===== src/inc/irq_pkg.sv =====
// constants, layouts and carriers of the prioritized vector interrupt unit
`default_nettype none
package irq_pkg;
    // sources, by bit position in the enable and priority registers
    localparam int NUM_SRC = 7;
    localparam int SRC_EXT0 = 0;
    localparam int SRC_TIMER0 = 1;
    localparam int SRC_EXT1 = 2;
    localparam int SRC_TIMER1 = 3;
    localparam int SRC_SERIAL = 4;
    localparam int SRC_TIMER2 = 5;
    localparam int SRC_COUNTER_ARRAY = 6;
    localparam int GLOBAL_EN_BIT = 7;
    localparam int NUM_LEVELS = 4;
    localparam int CA_MODULES = 5;

    // polling sequence within one level, first entry polled first
    localparam int POLL_ORDER [0:NUM_SRC-1] = '{
        SRC_EXT0, SRC_TIMER0, SRC_EXT1, SRC_TIMER1,
        SRC_COUNTER_ARRAY, SRC_SERIAL, SRC_TIMER2};

    // vector addresses, indexed by bit position
    localparam logic [15:0] RESET_VECTOR = 16'h0000;
    localparam logic [15:0] SRC_VECTOR [0:NUM_SRC-1] = '{
        16'h0003, 16'h000b, 16'h0013, 16'h001b,
        16'h0023, 16'h002b, 16'h0033};

    // register indices; byte address is four times the index
    localparam logic [7:0] IDX_ENABLE = 8'ha8;
    localparam logic [7:0] IDX_PRIO_HIGH = 8'hb7;
    localparam logic [7:0] IDX_PRIO_LOW = 8'hb8;
    localparam logic [7:0] IDX_BIT_OP = 8'hc0;
    localparam logic [7:0] IDX_STATUS = 8'hc1;
    localparam int ADDR_W = 10;

    // reset values; bit 7 of the priority registers is not stored
    localparam logic [7:0] ENABLE_RESET = 8'h00;
    localparam logic [6:0] PRIO_RESET = 7'h00;

    // bit operation word: bit number, target, value
    localparam int BITOP_NUM_LSB = 0;
    localparam int BITOP_TGT_LSB = 3;
    localparam int BITOP_VAL_BIT = 7;
    localparam logic [1:0] TGT_ENABLE = 2'h0;
    localparam logic [1:0] TGT_PRIO_LOW = 2'h1;

    // status layout: in-service levels, presented level, pending sources
    localparam int STAT_ISV_LSB = 0;
    localparam int STAT_LVL_LSB = 4;
    localparam int STAT_REQ_BIT = 6;
    localparam int STAT_PEND_LSB = 8;

    localparam logic [1:0] RESP_OKAY = 2'h0;
    localparam logic [1:0] RESP_SLVERR = 2'h2;

    // raw request flags from the peripherals
    typedef struct packed {
        logic ext0_request_flag;
        logic ext1_request_flag;
        logic timer0_overflow_flag;
        logic timer1_overflow_flag;
        logic timer2_overflow_flag;
        logic timer2_external_flag;
        logic serial_receive_flag;
        logic serial_transmit_flag;
        logic counter_array_overflow_flag;
        logic [CA_MODULES-1:0] counter_module_match_flag;
    } irq_flags_t;

    // what the core sees
    typedef struct packed {
        logic req;
        logic [15:0] vector;
        logic [1:0] level;
    } core_req_t;

    // whole state of the unit
    typedef struct packed {
        logic awready;
        logic wready;
        logic bvalid;
        logic [1:0] bresp;
        logic arready;
        logic rvalid;
        logic [1:0] rresp;
        logic [31:0] rdata;
        logic aw_have;
        logic w_have;
        logic [ADDR_W-1:0] awaddr;
        logic [31:0] wdata;
        logic wstrb0;
        logic [7:0] enable;
        logic [6:0] prio_high;
        logic [6:0] prio_low;
        logic [NUM_LEVELS-1:0] in_service;
        core_req_t core;
    } irq_state_t;
endpackage
`default_nettype wire


===== src/logic/prioritized_vector_interrupt_unit.sv =====
// prioritized vector interrupt unit with an axi4-lite register slave
//
// Chosen here: the AXI4-Lite slave port.
`default_nettype none
// Contract
// - reset vector zero, fixed vectors, polling order
// - combined serial, timer 2, counter requests
// - global enable bit 7 gates everything
// - bit 6 enables counter array interrupt
// - bit 5 enables timer 2 interrupt
// - bit 4 enables serial port interrupt
// - bit 3 enables timer 1 interrupt
// - bit 2 enables external 1 interrupt
// - bit 1 enables timer 0 interrupt
// - bit 0 enables external 0 interrupt
// - enable resets zero, bit access allowed
// - priority low bits 6..0 per source
// - priority high bits, 00 lowest, 11 highest
// - priority low clears, bit access allowed
// - priority high clears, byte access only
// - level is high bit then low bit
// - only higher level preempts a service
// - highest level first, ties by polling
module prioritized_vector_interrupt_unit (
    // clock and reset
    input wire logic aclk,
    input wire logic aresetn,
    // axi4-lite write address and data
    input wire logic [irq_pkg::ADDR_W-1:0] s_axi_awaddr,
    input wire logic s_axi_awvalid,
    output logic s_axi_awready,
    input wire logic [31:0] s_axi_wdata,
    input wire logic [3:0] s_axi_wstrb,
    input wire logic s_axi_wvalid,
    output logic s_axi_wready,
    // axi4-lite write response
    output logic [1:0] s_axi_bresp,
    output logic s_axi_bvalid,
    input wire logic s_axi_bready,
    // axi4-lite read
    input wire logic [irq_pkg::ADDR_W-1:0] s_axi_araddr,
    input wire logic s_axi_arvalid,
    output logic s_axi_arready,
    output logic [31:0] s_axi_rdata,
    output logic [1:0] s_axi_rresp,
    output logic s_axi_rvalid,
    input wire logic s_axi_rready,
    // request flags from the peripherals
    input wire irq_pkg::irq_flags_t flags,
    // processor core side
    output irq_pkg::core_req_t core_req,
    input wire logic core_ack,
    input wire logic core_return
);
    import irq_pkg::*;

    irq_state_t s_q;
    irq_state_t s_d;

    // per-cycle helpers
    logic [NUM_SRC-1:0] raw_req;
    logic [NUM_SRC-1:0] pending;
    logic [1:0] lvl [0:NUM_SRC-1];
    logic [1:0] cur_level;
    logic best_found;
    logic [1:0] best_lvl;
    logic [2:0] best_src;
    logic [7:0] widx;
    logic [7:0] ridx;
    logic [2:0] bnum;
    logic [1:0] btgt;
    logic bval;
    logic wr_err;

    // combined requests per source
    always_comb begin
        raw_req = '0;
        raw_req[SRC_EXT0] = flags.ext0_request_flag;
        raw_req[SRC_TIMER0] = flags.timer0_overflow_flag;
        raw_req[SRC_EXT1] = flags.ext1_request_flag;
        raw_req[SRC_TIMER1] = flags.timer1_overflow_flag;
        raw_req[SRC_SERIAL] = flags.serial_receive_flag
            | flags.serial_transmit_flag;
        raw_req[SRC_TIMER2] = flags.timer2_overflow_flag
            | flags.timer2_external_flag;
        raw_req[SRC_COUNTER_ARRAY] = flags.counter_array_overflow_flag
            | (|flags.counter_module_match_flag);
    end

    // gating: each source bit of the enable register matches its bit
    // position, so one mask covers bits 0..6
    always_comb begin
        pending = raw_req & s_q.enable[NUM_SRC-1:0];
        if (!s_q.enable[GLOBAL_EN_BIT]) begin
            pending = '0;
        end
    end

    // level per source, high bit is the upper digit
    always_comb begin
        for (int i = 0; i < NUM_SRC; i++) begin
            lvl[i] = {s_q.prio_high[i], s_q.prio_low[i]};
        end
    end

    // highest level now in service
    always_comb begin
        cur_level = 2'h0;
        for (int l = 0; l < NUM_LEVELS; l++) begin
            if (s_q.in_service[l]) begin
                cur_level = 2'(l);
            end
        end
    end

    // arbitration: levels from the top, then the polling order
    always_comb begin
        best_found = 1'b0;
        best_lvl = 2'h0;
        best_src = 3'h0;
        for (int l = NUM_LEVELS - 1; l >= 0; l--) begin
            for (int p = 0; p < NUM_SRC; p++) begin
                if (!best_found && pending[POLL_ORDER[p]]
                        && lvl[POLL_ORDER[p]] == 2'(l)) begin
                    best_found = 1'b1;
                    best_lvl = 2'(l);
                    best_src = 3'(POLL_ORDER[p]);
                end
            end
        end
    end

    // address decode of captured write and incoming read
    always_comb begin
        widx = s_q.awaddr[ADDR_W-1:2];
        ridx = s_axi_araddr[ADDR_W-1:2];
        bnum = s_q.wdata[BITOP_NUM_LSB +: 3];
        btgt = s_q.wdata[BITOP_TGT_LSB +: 2];
        bval = s_q.wdata[BITOP_VAL_BIT];
    end

    // next state
    always_comb begin
        s_d = s_q;
        wr_err = 1'b0;

        // write channels are taken in either order and held
        if (s_axi_awvalid && s_q.awready) begin
            s_d.awaddr = s_axi_awaddr;
            s_d.aw_have = 1'b1;
            s_d.awready = 1'b0;
        end
        if (s_axi_wvalid && s_q.wready) begin
            s_d.wdata = s_axi_wdata;
            s_d.wstrb0 = s_axi_wstrb[0];
            s_d.w_have = 1'b1;
            s_d.wready = 1'b0;
        end

        // both halves held: perform the write, raise the response
        if (s_q.aw_have && s_q.w_have && !s_q.bvalid) begin
            // only the low byte lane carries register data
            case (widx)
                IDX_ENABLE: begin
                    if (s_q.wstrb0) begin
                        s_d.enable = s_q.wdata[7:0];
                    end
                end
                IDX_PRIO_HIGH: begin
                    if (s_q.wstrb0) begin
                        s_d.prio_high = s_q.wdata[6:0];
                    end
                end
                IDX_PRIO_LOW: begin
                    if (s_q.wstrb0) begin
                        s_d.prio_low = s_q.wdata[6:0];
                    end
                end
                IDX_BIT_OP: begin
                    // single-bit set or clear; priority high refuses it
                    if (btgt == TGT_ENABLE) begin
                        s_d.enable[bnum] = bval;
                    end else if (btgt == TGT_PRIO_LOW && bnum != 3'h7) begin
                        s_d.prio_low[bnum] = bval;
                    end else begin
                        wr_err = 1'b1;
                    end
                end
                IDX_STATUS: begin
                    wr_err = 1'b1;
                end
                default: begin
                    wr_err = 1'b1;
                end
            endcase
            s_d.bvalid = 1'b1;
            s_d.bresp = wr_err ? RESP_SLVERR : RESP_OKAY;
        end

        // response taken: release both channels for the next write
        if (s_q.bvalid && s_axi_bready) begin
            s_d.bvalid = 1'b0;
            s_d.aw_have = 1'b0;
            s_d.w_have = 1'b0;
            s_d.awready = 1'b1;
            s_d.wready = 1'b1;
        end

        // read: one outstanding, data registered one edge after address
        if (s_axi_arvalid && s_q.arready) begin
            s_d.arready = 1'b0;
            s_d.rvalid = 1'b1;
            s_d.rresp = RESP_OKAY;
            s_d.rdata = '0;
            case (ridx)
                IDX_ENABLE: begin
                    s_d.rdata[7:0] = s_q.enable;
                end
                IDX_PRIO_HIGH: begin
                    s_d.rdata[6:0] = s_q.prio_high; // bit 7 reads zero
                end
                IDX_PRIO_LOW: begin
                    s_d.rdata[6:0] = s_q.prio_low;
                end
                IDX_BIT_OP: begin
                    s_d.rdata = '0;
                end
                IDX_STATUS: begin
                    s_d.rdata[STAT_ISV_LSB +: NUM_LEVELS] = s_q.in_service;
                    s_d.rdata[STAT_LVL_LSB +: 2] = s_q.core.level;
                    s_d.rdata[STAT_REQ_BIT] = s_q.core.req;
                    s_d.rdata[STAT_PEND_LSB +: NUM_SRC] = pending;
                end
                default: begin
                    s_d.rresp = RESP_SLVERR;
                end
            endcase
        end
        if (s_q.rvalid && s_axi_rready) begin
            s_d.rvalid = 1'b0;
            s_d.arready = 1'b1;
        end

        // service bookkeeping: a return closes the top level first,
        // then an ack opens the level it was presented at
        if (core_return) begin
            s_d.in_service[cur_level] = 1'b0;
        end
        if (core_ack && s_q.core.req) begin
            s_d.in_service[s_q.core.level] = 1'b1;
        end

        // present the winner only if it outranks the running service;
        // ack drops the request for one edge so it is not taken twice
        s_d.core.req = best_found && !(core_ack && s_q.core.req)
            && (s_q.in_service == '0 || best_lvl > cur_level);
        s_d.core.level = best_lvl;
        s_d.core.vector = best_found ? SRC_VECTOR[best_src]
            : RESET_VECTOR;
    end

    // single state register, synchronous reset
    always_ff @(posedge aclk) begin
        if (!aresetn) begin
            s_q <= '0;
            s_q.awready <= 1'b1;
            s_q.wready <= 1'b1;
            s_q.arready <= 1'b1;
            s_q.enable <= ENABLE_RESET;
            s_q.prio_high <= PRIO_RESET;
            s_q.prio_low <= PRIO_RESET;
            s_q.core.vector <= RESET_VECTOR;
        end else begin
            s_q <= s_d;
        end
    end

    // outputs straight from the state register
    assign s_axi_awready = s_q.awready;
    assign s_axi_wready = s_q.wready;
    assign s_axi_bvalid = s_q.bvalid;
    assign s_axi_bresp = s_q.bresp;
    assign s_axi_arready = s_q.arready;
    assign s_axi_rvalid = s_q.rvalid;
    assign s_axi_rresp = s_q.rresp;
    assign s_axi_rdata = s_q.rdata;
    assign core_req = s_q.core;
endmodule
`default_nettype wire


===== config.mk =====
export PLATFORM = sky130hd
export DESIGN_NAME = prioritized_vector_interrupt_unit
export DESIGN_NICKNAME = d
export VERILOG_FILES = /design/src/inc/irq_pkg.sv /design/src/logic/prioritized_vector_interrupt_unit.sv
export SDC_FILE = /design/constraint.sdc
export NUM_CORES = 1
export LEC_CHECK = 0
export ABC_AREA = 1
export BUFFER_PORTS_ARGS = -buffer_cell sky130_fd_sc_hd__buf_2
export CORE_MARGIN = 2
export CORE_UTILIZATION = 30
export CTS_CLUSTER_DIAMETER = 30
export DETAILED_ROUTE_END_ITERATION = 10
export REMOVE_ABC_BUFFERS = 1
export SLEW_MARGIN = 5
export SYNTH_ARGS = -nofsm -noshare
export SYNTH_HDL_FRONTEND = slang
export SYNTH_SLANG_ARGS = --single-unit
export TNS_END_PERCENT = 5

===== constraint.sdc =====
create_clock -name aclk -period 3.7 [get_ports aclk]
set_input_delay 0.37 -clock aclk [delete_from_list [all_inputs] [get_ports aclk]]
set_output_delay 0.37 -clock aclk [all_outputs]
set_load 0.01 [all_outputs]

**Yosys cells after proc, flatten, opt, wreduce, memory -nomap -nowiden**

Memories as Yosys holds them, arrays and structs flattened. A register that Yosys moved wholly into a read port is not among the register bits.
Index checks and enable logic that the tools add are counted.

- Input port bits: 79
- Word-level logic and storage cells: 306
- Output and inout bits: 60
- Memories kept: 1
- Memory bits (read-only): 128
- Register bits: 74

- Reductions and logical operators: 120
- Bitwise logic cells: 9
- Equal/unequal tests: 37
- Magnitude comparators: 7
- Muxes and demuxes: 113

Memory list:

| name | words | bits a word | rd ports | clocked after memory_dff | wr ports | line | text |
|---|---|---|---|---|---|---|---|
| (no name shown) | 8 | 16 | 1 | 1 | 0 | prioritized_vector_interrupt_unit.sv:258 | `s_d.core.vector = best_found ? SRC_VECTOR[best_src]` |

Operators with widths:

| kind | count |
|---|---|
| 3-bit 2-to-1 mux | 26 |
| 8-bit equality test (second input constant) | 9 |
| 1-bit logical AND | 69 |
| 2-bit 2-to-1 mux | 32 |
| 1-bit 2-to-1 mux | 37 |
| 7-bit 2-to-1 mux | 5 |
| 1-bit logical NOT | 30 |
| 2-bit equality test (second input constant) | 14 |
| 7-bit case mux with 4 select lines | 1 |
| 2-bit by 1-bit equality test with 1-bit output (second input constant) | 8 |
| 2-bit logical NOT | 8 |
| 8-bit 2-to-1 mux | 2 |
| 8-bit case mux with 2 select lines | 1 |
| 7-bit case mux with 2 select lines | 1 |
| 2-bit != test (second input constant) | 5 |
| 5-bit OR reduction | 2 |
| 8-bit bitwise mux | 1 |
| 4-bit 2-to-1 mux | 2 |
| 7-bit AND | 1 |
| 7-bit bitwise mux | 1 |
| 2-bit by 3-bit < comparator with 1-bit output (second input constant) | 2 |
| 5-bit AND reduction | 1 |
| 4-bit AND | 1 |
| 1-bit demux with 2-bit select | 2 |
| 20 further kinds | 25 |

**Logic depth before layout (Yosys ltp)**

Gate-level depths: netlist (run 1).

- Word-level depth: 117
- Mapped depth: 23
- Gate-level depth less buffers: 22

**Worst setup path before layout (run 1)**

No wires, ideal clock.

- Path type: reg-to-reg
- From: register s_q[44] in the netlist's numbering
- To: register s_q (netlist bit core_req[18])
- Data arrival time: 2.475 ns
- Stages on the path, launching flop included: 24
- Clock period less this slack: 2.539 ns
- Path slack: 1.161 ns
- Data required time: 3.635 ns
- Setup time: 0.065 ns
- Path buffers: 1
- Cell sequence: dfxtp_1 -> buf_6 -> nand2_1 -> nor2_2 -> nand2_1 -> nand2_2 -> nor2_4 -> nand4_2 -> nor2_2 -> nand4_2 -> nor2_2 -> nand4_2 -> nor2_2 -> nand4_2 -> nor2_4 -> nand2_1 -> nand2_1 -> nor3_1 -> ha_1 -> nand2_1 -> o21ai_0 -> o21ai_0 -> nand2_1 -> nor2_1

- Longest elaborated chain between the ends: 114
- Elaborated cells on any way between the ends: 143
- Those cells by class: 1 x order compare; 57 x mux; 85 x reduce/logical

Ends and longest elaborated chain:

| item | line | text |
|---|---|---|
| start, declared | prioritized_vector_interrupt_unit.sv:57 | `irq_state_t s_q;` |
| 7-bit 2-to-1 mux * | prioritized_vector_interrupt_unit.sv:94 | `if (!s_q.enable[GLOBAL_EN_BIT]) begin` |
| 1-bit logical AND | prioritized_vector_interrupt_unit.sv:124 | `&& lvl[POLL_ORDER[p]] == 2'(l)) begin` |
| 1-bit 2-to-1 mux | prioritized_vector_interrupt_unit.sv:123 | `if (!best_found && pending[POLL_ORDER[p]]` |
| 1-bit logical NOT | prioritized_vector_interrupt_unit.sv:123 |  |
| 1-bit logical AND | prioritized_vector_interrupt_unit.sv:123 |  |
| 1-bit logical AND | prioritized_vector_interrupt_unit.sv:124 |  |
| 1-bit 2-to-1 mux | prioritized_vector_interrupt_unit.sv:123 |  |
| 1-bit logical NOT | prioritized_vector_interrupt_unit.sv:123 |  |
| [... 98 more ...] | n/a |  |
| 1-bit 2-to-1 mux | prioritized_vector_interrupt_unit.sv:123 |  |
| 1-bit logical NOT | prioritized_vector_interrupt_unit.sv:123 |  |
| 1-bit logical AND | prioritized_vector_interrupt_unit.sv:123 |  |
| 1-bit logical AND | prioritized_vector_interrupt_unit.sv:124 |  |
| 2-bit 2-to-1 mux | prioritized_vector_interrupt_unit.sv:123 |  |
| 2-bit greater-than comparator | prioritized_vector_interrupt_unit.sv:256 | `&& (s_q.in_service == '0 \|\| best_lvl > cur_level);` |
| 1-bit logical OR | prioritized_vector_interrupt_unit.sv:256 |  |
| 1-bit logical AND * | prioritized_vector_interrupt_unit.sv:256 |  |

Every way passes the cells marked *; elsewhere a longest branch is shown, timed or not.
A chain may end at the register's enable or synchronous reset.

**Worst setup path in the final report (run 1)**

Same ends and word-level chain as after synthesis.

==> run_summary.xml, run 1 <==
<?xml version="1.0" encoding="UTF-8"?>
<metrics>
  <group name="cts">
    <metric name="cts.reportedPaths.clkPinSlew" unit="ns">0.06</metric>
    <metric name="cts_root_buf" unit="">sky130_fd_sc_hd__clkbuf_16</metric>
    <metric name="ctsHtreeMaxLevel" unit="">3</metric>
    <metric name="clockBufferDepth" unit="">2</metric>
    <metric name="clk_latency" unit="ns">0.34</metric>
    <metric name="tritoncts" unit="">done</metric>
    <metric name="post-cts-setup-buffer-count" unit="">0</metric>
    <metric name="cts_inserted_buffers" unit="">9</metric>
    <metric name="quantity_of_gates_resized_following_cts" unit="">0</metric>
    <metric name="cts_hold_fix_bufs" unit="">0</metric>
    <metric name="clock_sinks" unit="">74</metric>
  </group>
  <group name="timing">
    <metric name="worst_slew_slack_as_a_fraction_of_its_limit" unit="%">40.0</metric>
    <metric name="worst_clock_skew" unit="ns">0.00605</metric>
    <metric name="finalSetupViolCount" unit="">0</metric>
    <metric name="final-max-slew-violation-count" unit="">0</metric>
    <metric name="layout_min_cycle_time" unit="ns">3.19</metric>
    <metric name="fmax" unit="GHz">0.313</metric>
    <metric name="setup_tns" unit="ns">0</metric>
    <metric name="worstMarginPinSlew" unit="ns">0.896</metric>
    <metric name="timing.final.crit_share" unit="%">86.3</metric>
    <metric name="rsz0062_at_grt" unit="">false</metric>
    <metric name="report.final.hold_viol_count" unit="">0</metric>
  </group>
  <group name="worst_setup_path">
    <metric name="cp-end-kind" unit="">flip-flop</metric>
    <metric name="critPathRequiredTime" unit="ns">3.97</metric>
    <metric name="cp_num_cells" unit="">20</metric>
    <metric name="worst-r2r-setup-slack" unit="ns">0.51</metric>
    <metric name="critical_path.n_buffers_inverters" unit="">0</metric>
    <metric name="critical_path.reg2reg.startpoint" unit="">s_q[44]</metric>
    <metric name="path_max_fanout" unit="">9</metric>
    <metric name="worstPathCellList" unit="">nand2_1 -&gt; nor2_1 -&gt; nand3_1 -&gt; nand4_2 -&gt; nor2_2 -&gt; nand4_2 -&gt; nor2_2 -&gt; nand4_2 -&gt; nor2_2 -&gt; nand4_2 -&gt; nor2_4 -&gt; nand2_1 -&gt; nand2_1 -&gt; nor3_1 -&gt; ha_1 -&gt; nand2_1 -&gt; o21ai_0 -&gt; o21ai_0 -&gt; nand2_1 -&gt; nor2_1</metric>
    <metric name="timing.critical_path.arrival" unit="ns">3.47</metric>
    <metric name="timing.critical_path.mode_cell" unit="">sky130_fd_sc_hd__nand2_1</metric>
    <metric name="slowest_stage_cell_on_the_critical_path" unit="">sky130_fd_sc_hd__dfxtp_1</metric>
    <metric name="worst-r2r-cell-count" unit="">20</metric>
    <metric name="cpPeakStageDelay" unit="ns">0.61</metric>
    <metric name="crit-reg2reg-capture" unit="">core_req[18]</metric>
    <metric name="cp-endpoint" unit="">core_req[18]</metric>
    <metric name="category_of_cells_accounting_for_the_largest_share_of_critical_path_delay" unit="">simple AND/OR/NAND/NOR gates</metric>
    <metric name="worst_setup_path_start_kind" unit="">flip-flop</metric>
    <metric name="timing.critical_path.from" unit="">s_q[44]</metric>
    <metric name="cp_class" unit="">reg -&gt; reg</metric>
  </group>
  <group name="die">
    <metric name="num_rows" unit="">43</metric>
    <metric name="die_width" unit="um">123</metric>
    <metric name="die_y" unit="um">123</metric>
    <metric name="initial_utilization" unit="%">30.8</metric>
    <metric name="placeableCoreArea" unit="sq um">13900</metric>
    <metric name="design.die.area" unit="sq um">15200</metric>
    <metric name="pin_count" unit="">139</metric>
  </group>
  <group name="layout">
    <metric name="antenna-diode-count" unit="">0</metric>
    <metric name="layout.area.seq" unit="sq um">1480</metric>
    <metric name="layout.filler_cells" unit="">1546</metric>
    <metric name="nets" unit="">747</metric>
    <metric name="final_layout_size_suffix_gt1_share" unit="%">17.3</metric>
    <metric name="multi_input_comb_area" unit="sq um">2090</metric>
    <metric name="areaGrowthSynthToFinish" unit="%">12.1</metric>
    <metric name="final_core_utilization" unit="%">34.5</metric>
  </group>
  <group name="pwr">
    <metric name="power_leakage" unit="nW">2.11</metric>
    <metric name="maximum_resistive_drop_on_vdd" unit="V">0.000196</metric>
    <metric name="cellPowerDensity" unit="nW/um^2">371</metric>
  </group>
  <group name="yosys">
    <metric name="post_synth_fa_ha_maj_area_fraction" unit="%">0.585</metric>
    <metric name="post_synth_and_or_nand_nor_area_fraction" unit="%">26.0</metric>
    <metric name="ys_top_cells_by_area" unit="">sky130_fd_sc_hd__dfxtp_1 (35%), sky130_fd_sc_hd__buf_4 (9.7%), sky130_fd_sc_hd__a21oi_1 (8.9%)</metric>
    <metric name="synth_mux_area_share" unit="%">0</metric>
    <metric name="ys.warnings.count" unit="">0</metric>
    <metric name="synth_xor_xnor_area_share" unit="%">0</metric>
    <metric name="netlist_instances" unit="">617</metric>
    <metric name="synthDistinctLibCells" unit="">41</metric>
    <metric name="netlist_top_cells_count" unit="">sky130_fd_sc_hd__nand2_1 (93), sky130_fd_sc_hd__inv_1 (87), sky130_fd_sc_hd__a21oi_1 (76)</metric>
    <metric name="yosysTopAreaCellShare" unit="%">34.7</metric>
    <metric name="synth_edf_count" unit="">0</metric>
    <metric name="yosysSeqAreaShare" unit="%">34.7</metric>
    <metric name="synth.cell_area" unit="sq um">4270</metric>
    <metric name="area_fraction_in_compound_gates_after_synthesis" unit="%">19.6</metric>
    <metric name="yosys.cell_count.top_type" unit="">sky130_fd_sc_hd__nand2_1</metric>
    <metric name="synth_top_family_by_area" unit="">simple AND/OR/NAND/NOR gates</metric>
    <metric name="mean_area_per_synthesized_cell" unit="sq um">6.93</metric>
    <metric name="synth-async-reset-ratio" unit="%">0</metric>
    <metric name="synth_seq_cells" unit="">74</metric>
    <metric name="postSynth.topFlopCell" unit="">sky130_fd_sc_hd__dfxtp_1</metric>
    <metric name="synth.largest_area_cell" unit="">sky130_fd_sc_hd__dfxtp_1</metric>
  </group>
  <group name="place">
    <metric name="gpl.final_weighted_congestion" unit="">0.893</metric>
    <metric name="place.detailed.hpwl" unit="mm">8.35</metric>
    <metric name="portBuffers" unit="">77</metric>
  </group>
  <group name="detailed_routing">
    <metric name="detailedRoute.firstPassIterationCount" unit="">4</metric>
    <metric name="drt_iter0_markers" unit="">235</metric>
    <metric name="detail_route.wl_per_cell" unit="um">13.0</metric>
    <metric name="routed_wl" unit="mm">11.1</metric>
    <metric name="post_drt_via_cell_ratio" unit="">4.74</metric>
    <metric name="route.met2.wl" unit="mm">5.05</metric>
    <metric name="ant_nets" unit="">0</metric>
    <metric name="top_layer_used" unit="">met4</metric>
    <metric name="via_count" unit="">4027</metric>
    <metric name="drc_errors" unit="">0</metric>
    <metric name="met3RoutedLength" unit="um">586</metric>
    <metric name="drt-met1-wl" unit="mm">5.30</metric>
  </group>
  <group name="grt">
    <metric name="grt.total_usage" unit="%">15.1</metric>
    <metric name="largest_net_degree_at_the_start_of_global_routing" unit="">39</metric>
    <metric name="grt_overflow" unit="">0</metric>
    <metric name="grt_antenna_before_repair" unit="">0</metric>
    <metric name="grt_pass1_vias" unit="">3688</metric>
    <metric name="wire_length_of_the_first_global_routing_pass" unit="mm">18.0</metric>
  </group>
  <group name="min_path">
    <metric name="hold_class" unit="">in -&gt; reg</metric>
  </group>
  <group name="flow_run">
    <metric name="max_cap_viol_count" unit="">0</metric>
  </group>
  <group name="outcome">
    <metric name="outcome" unit="">completed</metric>
  </group>
</metrics>
-- placed cells by master (no fill, tap or decap), types with 9 or more instances in the layout --
cell	instances
sky130_fd_sc_hd__nand2_1	93
sky130_fd_sc_hd__inv_1	87
sky130_fd_sc_hd__buf_2	77
sky130_fd_sc_hd__a21oi_1	76
sky130_fd_sc_hd__dfxtp_1	74
sky130_fd_sc_hd__nor2_1	45
sky130_fd_sc_hd__o21ai_0	41
sky130_fd_sc_hd__nor3_1	31
sky130_fd_sc_hd__conb_1	30
sky130_fd_sc_hd__nand3_1	25
sky130_fd_sc_hd__o2111ai_1	11
sky130_fd_sc_hd__clkbuf_16	9
-- sequential cells by signal (all words and copies together), names as in the netlist --
name / flops
s_axi_bvalid: 1
s_axi_rresp: 1
s_axi_awready: 1
bnum: 3
s_q: 25
s_axi_wready: 1
lvl: 14
s_axi_rvalid: 1
s_axi_arready: 1
btgt: 2
s_axi_bresp: 1
core_req: 7
s_axi_rdata: 15
bval: 1
-- area by class of cell --
class	instances	share of cell area (%)
inverters	90	7.05
well taps	180	4.70
repair buffers	79	8.36
flip-flops and latches	74	30.9
clock inverters	3	0.366
clock buffers	11	5.07
multi-input cells	412	43.6
-- power breakdown --
part / switching, mW / total [mW] / internal, mW
registers: 0.0191 / 0.842 / 0.823
logic: 0.106 / 0.154 / 0.0483
clock network: 0.322 / 0.784 / 0.462
total: 0.447 / 1.78 / 1.33
-- worst reg2reg max path: stages (launching register included) --
cell and delay, ns:
sky130_fd_sc_hd__dfxtp_1 0.61, sky130_fd_sc_hd__nand2_1 0.11, sky130_fd_sc_hd__nor2_1 0.39, sky130_fd_sc_hd__nand3_1 0.24, sky130_fd_sc_hd__nand4_2 0.19, sky130_fd_sc_hd__nor2_2 0.06
sky130_fd_sc_hd__nand4_2 0.09, sky130_fd_sc_hd__nor2_2 0.06, sky130_fd_sc_hd__nand4_2 0.10, sky130_fd_sc_hd__nor2_2 0.05, sky130_fd_sc_hd__nand4_2 0.12, sky130_fd_sc_hd__nor2_4 0.06
sky130_fd_sc_hd__nand2_1 0.13, sky130_fd_sc_hd__nand2_1 0.06, sky130_fd_sc_hd__nor3_1 0.22, sky130_fd_sc_hd__ha_1 0.28, sky130_fd_sc_hd__nand2_1 0.06, sky130_fd_sc_hd__o21ai_0 0.06
sky130_fd_sc_hd__o21ai_0 0.08, sky130_fd_sc_hd__nand2_1 0.07, sky130_fd_sc_hd__nor2_1 0.09
-- through the flow --
step,setup slack [ns],hold WS [ns],std cells,power [mW],cell area [sq um]
floorplan,1.14,0.431,576,0.948,3910
global placement,0.615,0.444,835,1.01,4530
detailed placement,0.566,0.448,835,1.01,4530
CTS,0.546,0.265,849,1.80,4790
global route,0.0669,0.295,849,1.86,4790
finish,0.506,0.275,849,1.78,4790
-- worst min path at each step --
stage	startpoint	depth (start not counted)	slack (ns)	endpoint
after floorplan	s_q[89]	2	0.43	s_q[89]
after global placement	s_q[89]	2	0.44	s_q[89]
after detailed placement	s_q[89]	2	0.45	s_q[89]
after CTS	s_axi_rready	3	0.26	s_axi_arready
after global routing	s_axi_rready	3	0.30	s_axi_arready
final	s_axi_rready	3	0.28	s_axi_arready
-- per-layer routing --
layer | global-route usage (%) | vias up
li1 | - | 2069
met1 | 19.7 | 1820
met2 | 24.9 | 125
met3 | 3.04 | 13
met4 | 5.18 | 0
met5 | 0 | -
-- kinds of logic after synthesis --
kind of cell | count (synthesis)
DFF | 74
AOI/OAI and AO/OA | 148
buffers and inverters | 160
adders and majority gates | 2
and+or+nand+nor | 232
other | 1
(Power assumes the default switching activity.)
==> inputs of run 2 (changes only) <==
CORE_ASPECT_RATIO = 2   (was unset)
==> run 2 against run 1 <==
Design area is 0.76% higher. Utilization is 0.24 points higher. Sequential power hardly changed. Setup slack worse by 0.033 ns. Largest cell class unchanged. Clock power increased by 8.9%. Non-clock buffer count unchanged. Critical endpoint unchanged. Power up 4.0%. Register-to-register slack lost 0.03 ns. Combinational power about the same. Clock-buffer cell count down 1.
==> run_summary.xml, run 2 (same netlist as run 1, synthesis figures left out) <==
<?xml version="1.0" encoding="UTF-8"?>
<metrics>
  <group name="outcome">
    <metric name="outcome" unit="">completed</metric>
  </group>
  <group name="min_path">
    <metric name="hold_path_depth" unit="">3</metric>
    <metric name="hold_class" unit="">in -&gt; reg</metric>
  </group>
  <group name="worst_setup_path">
    <metric name="worst_setup_path_start_kind" unit="">flip-flop</metric>
    <metric name="path_max_fanout" unit="">9</metric>
    <metric name="critPathRequiredTime" unit="ns">3.97</metric>
    <metric name="worst-r2r-cell-count" unit="">20</metric>
    <metric name="cp_class" unit="">reg -&gt; reg</metric>
    <metric name="cp-end-kind" unit="">flip-flop</metric>
    <metric name="timing.critical_path.arrival" unit="ns">3.50</metric>
  </group>
  <group name="cts">
    <metric name="post-cts-setup-buffer-count" unit="">0</metric>
    <metric name="clk_latency" unit="ns">0.34</metric>
    <metric name="cts_inserted_buffers" unit="">9</metric>
    <metric name="tritoncts" unit="">done</metric>
    <metric name="cts.reportedPaths.clkPinSlew" unit="ns">0.06</metric>
    <metric name="cts_root_buf" unit="">sky130_fd_sc_hd__clkbuf_16</metric>
    <metric name="cts_hold_fix_bufs" unit="">0</metric>
    <metric name="clockBufferDepth" unit="">2</metric>
    <metric name="clock_sinks" unit="">74</metric>
    <metric name="ctsHtreeMaxLevel" unit="">3</metric>
    <metric name="quantity_of_gates_resized_following_cts" unit="">0</metric>
  </group>
  <group name="detailed_routing">
    <metric name="routed_wl" unit="mm">12.1</metric>
    <metric name="via_count" unit="">4010</metric>
    <metric name="ant_nets" unit="">0</metric>
    <metric name="drc_errors" unit="">0</metric>
    <metric name="post_drt_via_cell_ratio" unit="">4.67</metric>
    <metric name="drt_iter0_markers" unit="">187</metric>
    <metric name="detailedRoute.firstPassIterationCount" unit="">4</metric>
    <metric name="detail_route.wl_per_cell" unit="um">14.1</metric>
  </group>
  <group name="layout">
    <metric name="areaGrowthSynthToFinish" unit="%">13.0</metric>
    <metric name="largest_register" unit="">s_q</metric>
    <metric name="design_area" unit="sq um">4830</metric>
    <metric name="antenna-diode-count" unit="">0</metric>
    <metric name="commonest_non_fill_non_tap_cells_in_the_layout" unit="">sky130_fd_sc_hd__nand2_1 (93), sky130_fd_sc_hd__inv_1 (87), sky130_fd_sc_hd__buf_2 (77), sky130_fd_sc_hd__a21oi_1 (76), sky130_fd_sc_hd__dfxtp_1 (74)</metric>
    <metric name="final_layout_size_suffix_gt1_share" unit="%">17.5</metric>
    <metric name="nets" unit="">747</metric>
    <metric name="layout_commonest_cell" unit="">sky130_fd_sc_hd__nand2_1</metric>
    <metric name="number_of_flip_flops_in_the_largest_register" unit="">25</metric>
  </group>
  <group name="die">
    <metric name="placeableCoreArea" unit="sq um">13900</metric>
    <metric name="pin_count" unit="">139</metric>
    <metric name="initial_utilization" unit="%">30.8</metric>
    <metric name="die_y" unit="um">173</metric>
    <metric name="die_width" unit="um">88.4</metric>
    <metric name="design.die.area" unit="sq um">15300</metric>
    <metric name="num_rows" unit="">61</metric>
  </group>
  <group name="place">
    <metric name="dpl_cell_area" unit="sq um">4540</metric>
    <metric name="place.detailed.hpwl" unit="mm">9.63</metric>
    <metric name="portBuffers" unit="">77</metric>
    <metric name="gpl.final_weighted_congestion" unit="">0.978</metric>
  </group>
  <group name="grt">
    <metric name="largest_net_degree_at_the_start_of_global_routing" unit="">39</metric>
    <metric name="grt_pass1_vias" unit="">3824</metric>
    <metric name="grt.total_usage" unit="%">16.2</metric>
    <metric name="grt_overflow" unit="">0</metric>
    <metric name="grt_antenna_before_repair" unit="">0</metric>
    <metric name="wire_length_of_the_first_global_routing_pass" unit="mm">19.1</metric>
  </group>
  <group name="timing">
    <metric name="layout_min_cycle_time" unit="ns">3.23</metric>
    <metric name="fmax" unit="GHz">0.310</metric>
    <metric name="report.final.hold_viol_count" unit="">0</metric>
    <metric name="setup_tns" unit="ns">0</metric>
    <metric name="timing.final.crit_share" unit="%">87.2</metric>
    <metric name="worstMarginPinSlew" unit="ns">0.836</metric>
    <metric name="worst_clock_skew" unit="ns">0.00965</metric>
    <metric name="finalSetupViolCount" unit="">0</metric>
    <metric name="worst_slew_slack_as_a_fraction_of_its_limit" unit="%">44.1</metric>
    <metric name="rsz0062_at_grt" unit="">false</metric>
    <metric name="final-max-slew-violation-count" unit="">0</metric>
  </group>
  <group name="flow_run">
    <metric name="max_cap_viol_count" unit="">0</metric>
  </group>
  <group name="pwr">
    <metric name="cellPowerDensity" unit="nW/um^2">383</metric>
    <metric name="maximum_resistive_drop_on_vdd" unit="V">0.000227</metric>
    <metric name="power_leakage" unit="nW">2.12</metric>
  </group>
</metrics>
==> run 2: cell count changes in the layout (fill, tap and decap cells not counted), sizes merged <==
cell and delta:
clkinv +1, bufinv +1, clkbuf -1
==> run 2: power breakdown <==
part / internal (mW) / switching, mW
combinational: 0.0483 / 0.106
clock: 0.517 / 0.337
sequential: 0.823 / 0.0202
total: 1.39 / 0.463
==> run 2: worst max-delay path: stages (launching register included) <==
cell and delay, ns:
sky130_fd_sc_hd__dfxtp_1 0.60, sky130_fd_sc_hd__nand2_1 0.12, sky130_fd_sc_hd__nor2_2 0.21, sky130_fd_sc_hd__inv_1 0.13, sky130_fd_sc_hd__nor3_1 0.37, sky130_fd_sc_hd__inv_1 0.10
sky130_fd_sc_hd__nand4_2 0.13, sky130_fd_sc_hd__nor2_2 0.05, sky130_fd_sc_hd__nand4_2 0.10, sky130_fd_sc_hd__nor2_2 0.05, sky130_fd_sc_hd__nand4_2 0.13, sky130_fd_sc_hd__nor2_4 0.07
sky130_fd_sc_hd__nand2_1 0.12, sky130_fd_sc_hd__nand2_1 0.06, sky130_fd_sc_hd__nor3_1 0.26, sky130_fd_sc_hd__ha_1 0.29, sky130_fd_sc_hd__nand2_1 0.06, sky130_fd_sc_hd__o21ai_0 0.06
sky130_fd_sc_hd__o21ai_0 0.07, sky130_fd_sc_hd__nand2_1 0.07, sky130_fd_sc_hd__nor2_1 0.10
==> run 2: per-layer routing <==
layer | wire length (um) | vias to the layer above | GRT usage [%]
met5 | 0 | - | 0
met3 | 507 | 31 | 2.39
li1 | - | 2072 | -
met4 | 560 | 0 | 8.78
met2 | 6690 | 119 | 30.0
met1 | 4350 | 1788 | 16.6
==> run 2: metrics by stage <==
step	worst slack, ns	util (%)	power [mW]	std cells	hold slack (ns)
after CTS	0.492	34.8	1.87	859	0.251
after global placement	0.581	32.7	1.01	844	0.441
after detailed placement	0.540	32.7	1.01	844	0.452
after floorplan	1.14	-	0.948	576	0.431
after global routing	0.217	34.8	1.93	859	0.293
final	0.473	34.8	1.85	859	0.262
==> run 2: cell type report <==
type                            count  area, sq um
Clock inverter                      5         56.3
Tap cell                          189          236
Inverter                           90          338
Sequential cell                    74         1480
Clock buffer                       10          229
Multi-Input combinational cell    412         2090
Fill cell                        1601         9060
Timing Repair Buffer               79          400
==> run 2: path summary, 6_finish.rpt <==
path / startpoint / end / slack [ns]
setup reg to reg: s_q[44] / core_req[18] / 0.47
hold reg to reg: s_q[88] / s_q[88] / 0.46
hold / removal: s_axi_rready / s_axi_arready / 0.26
setup / recovery: s_q[44] / core_req[18] / 0.47
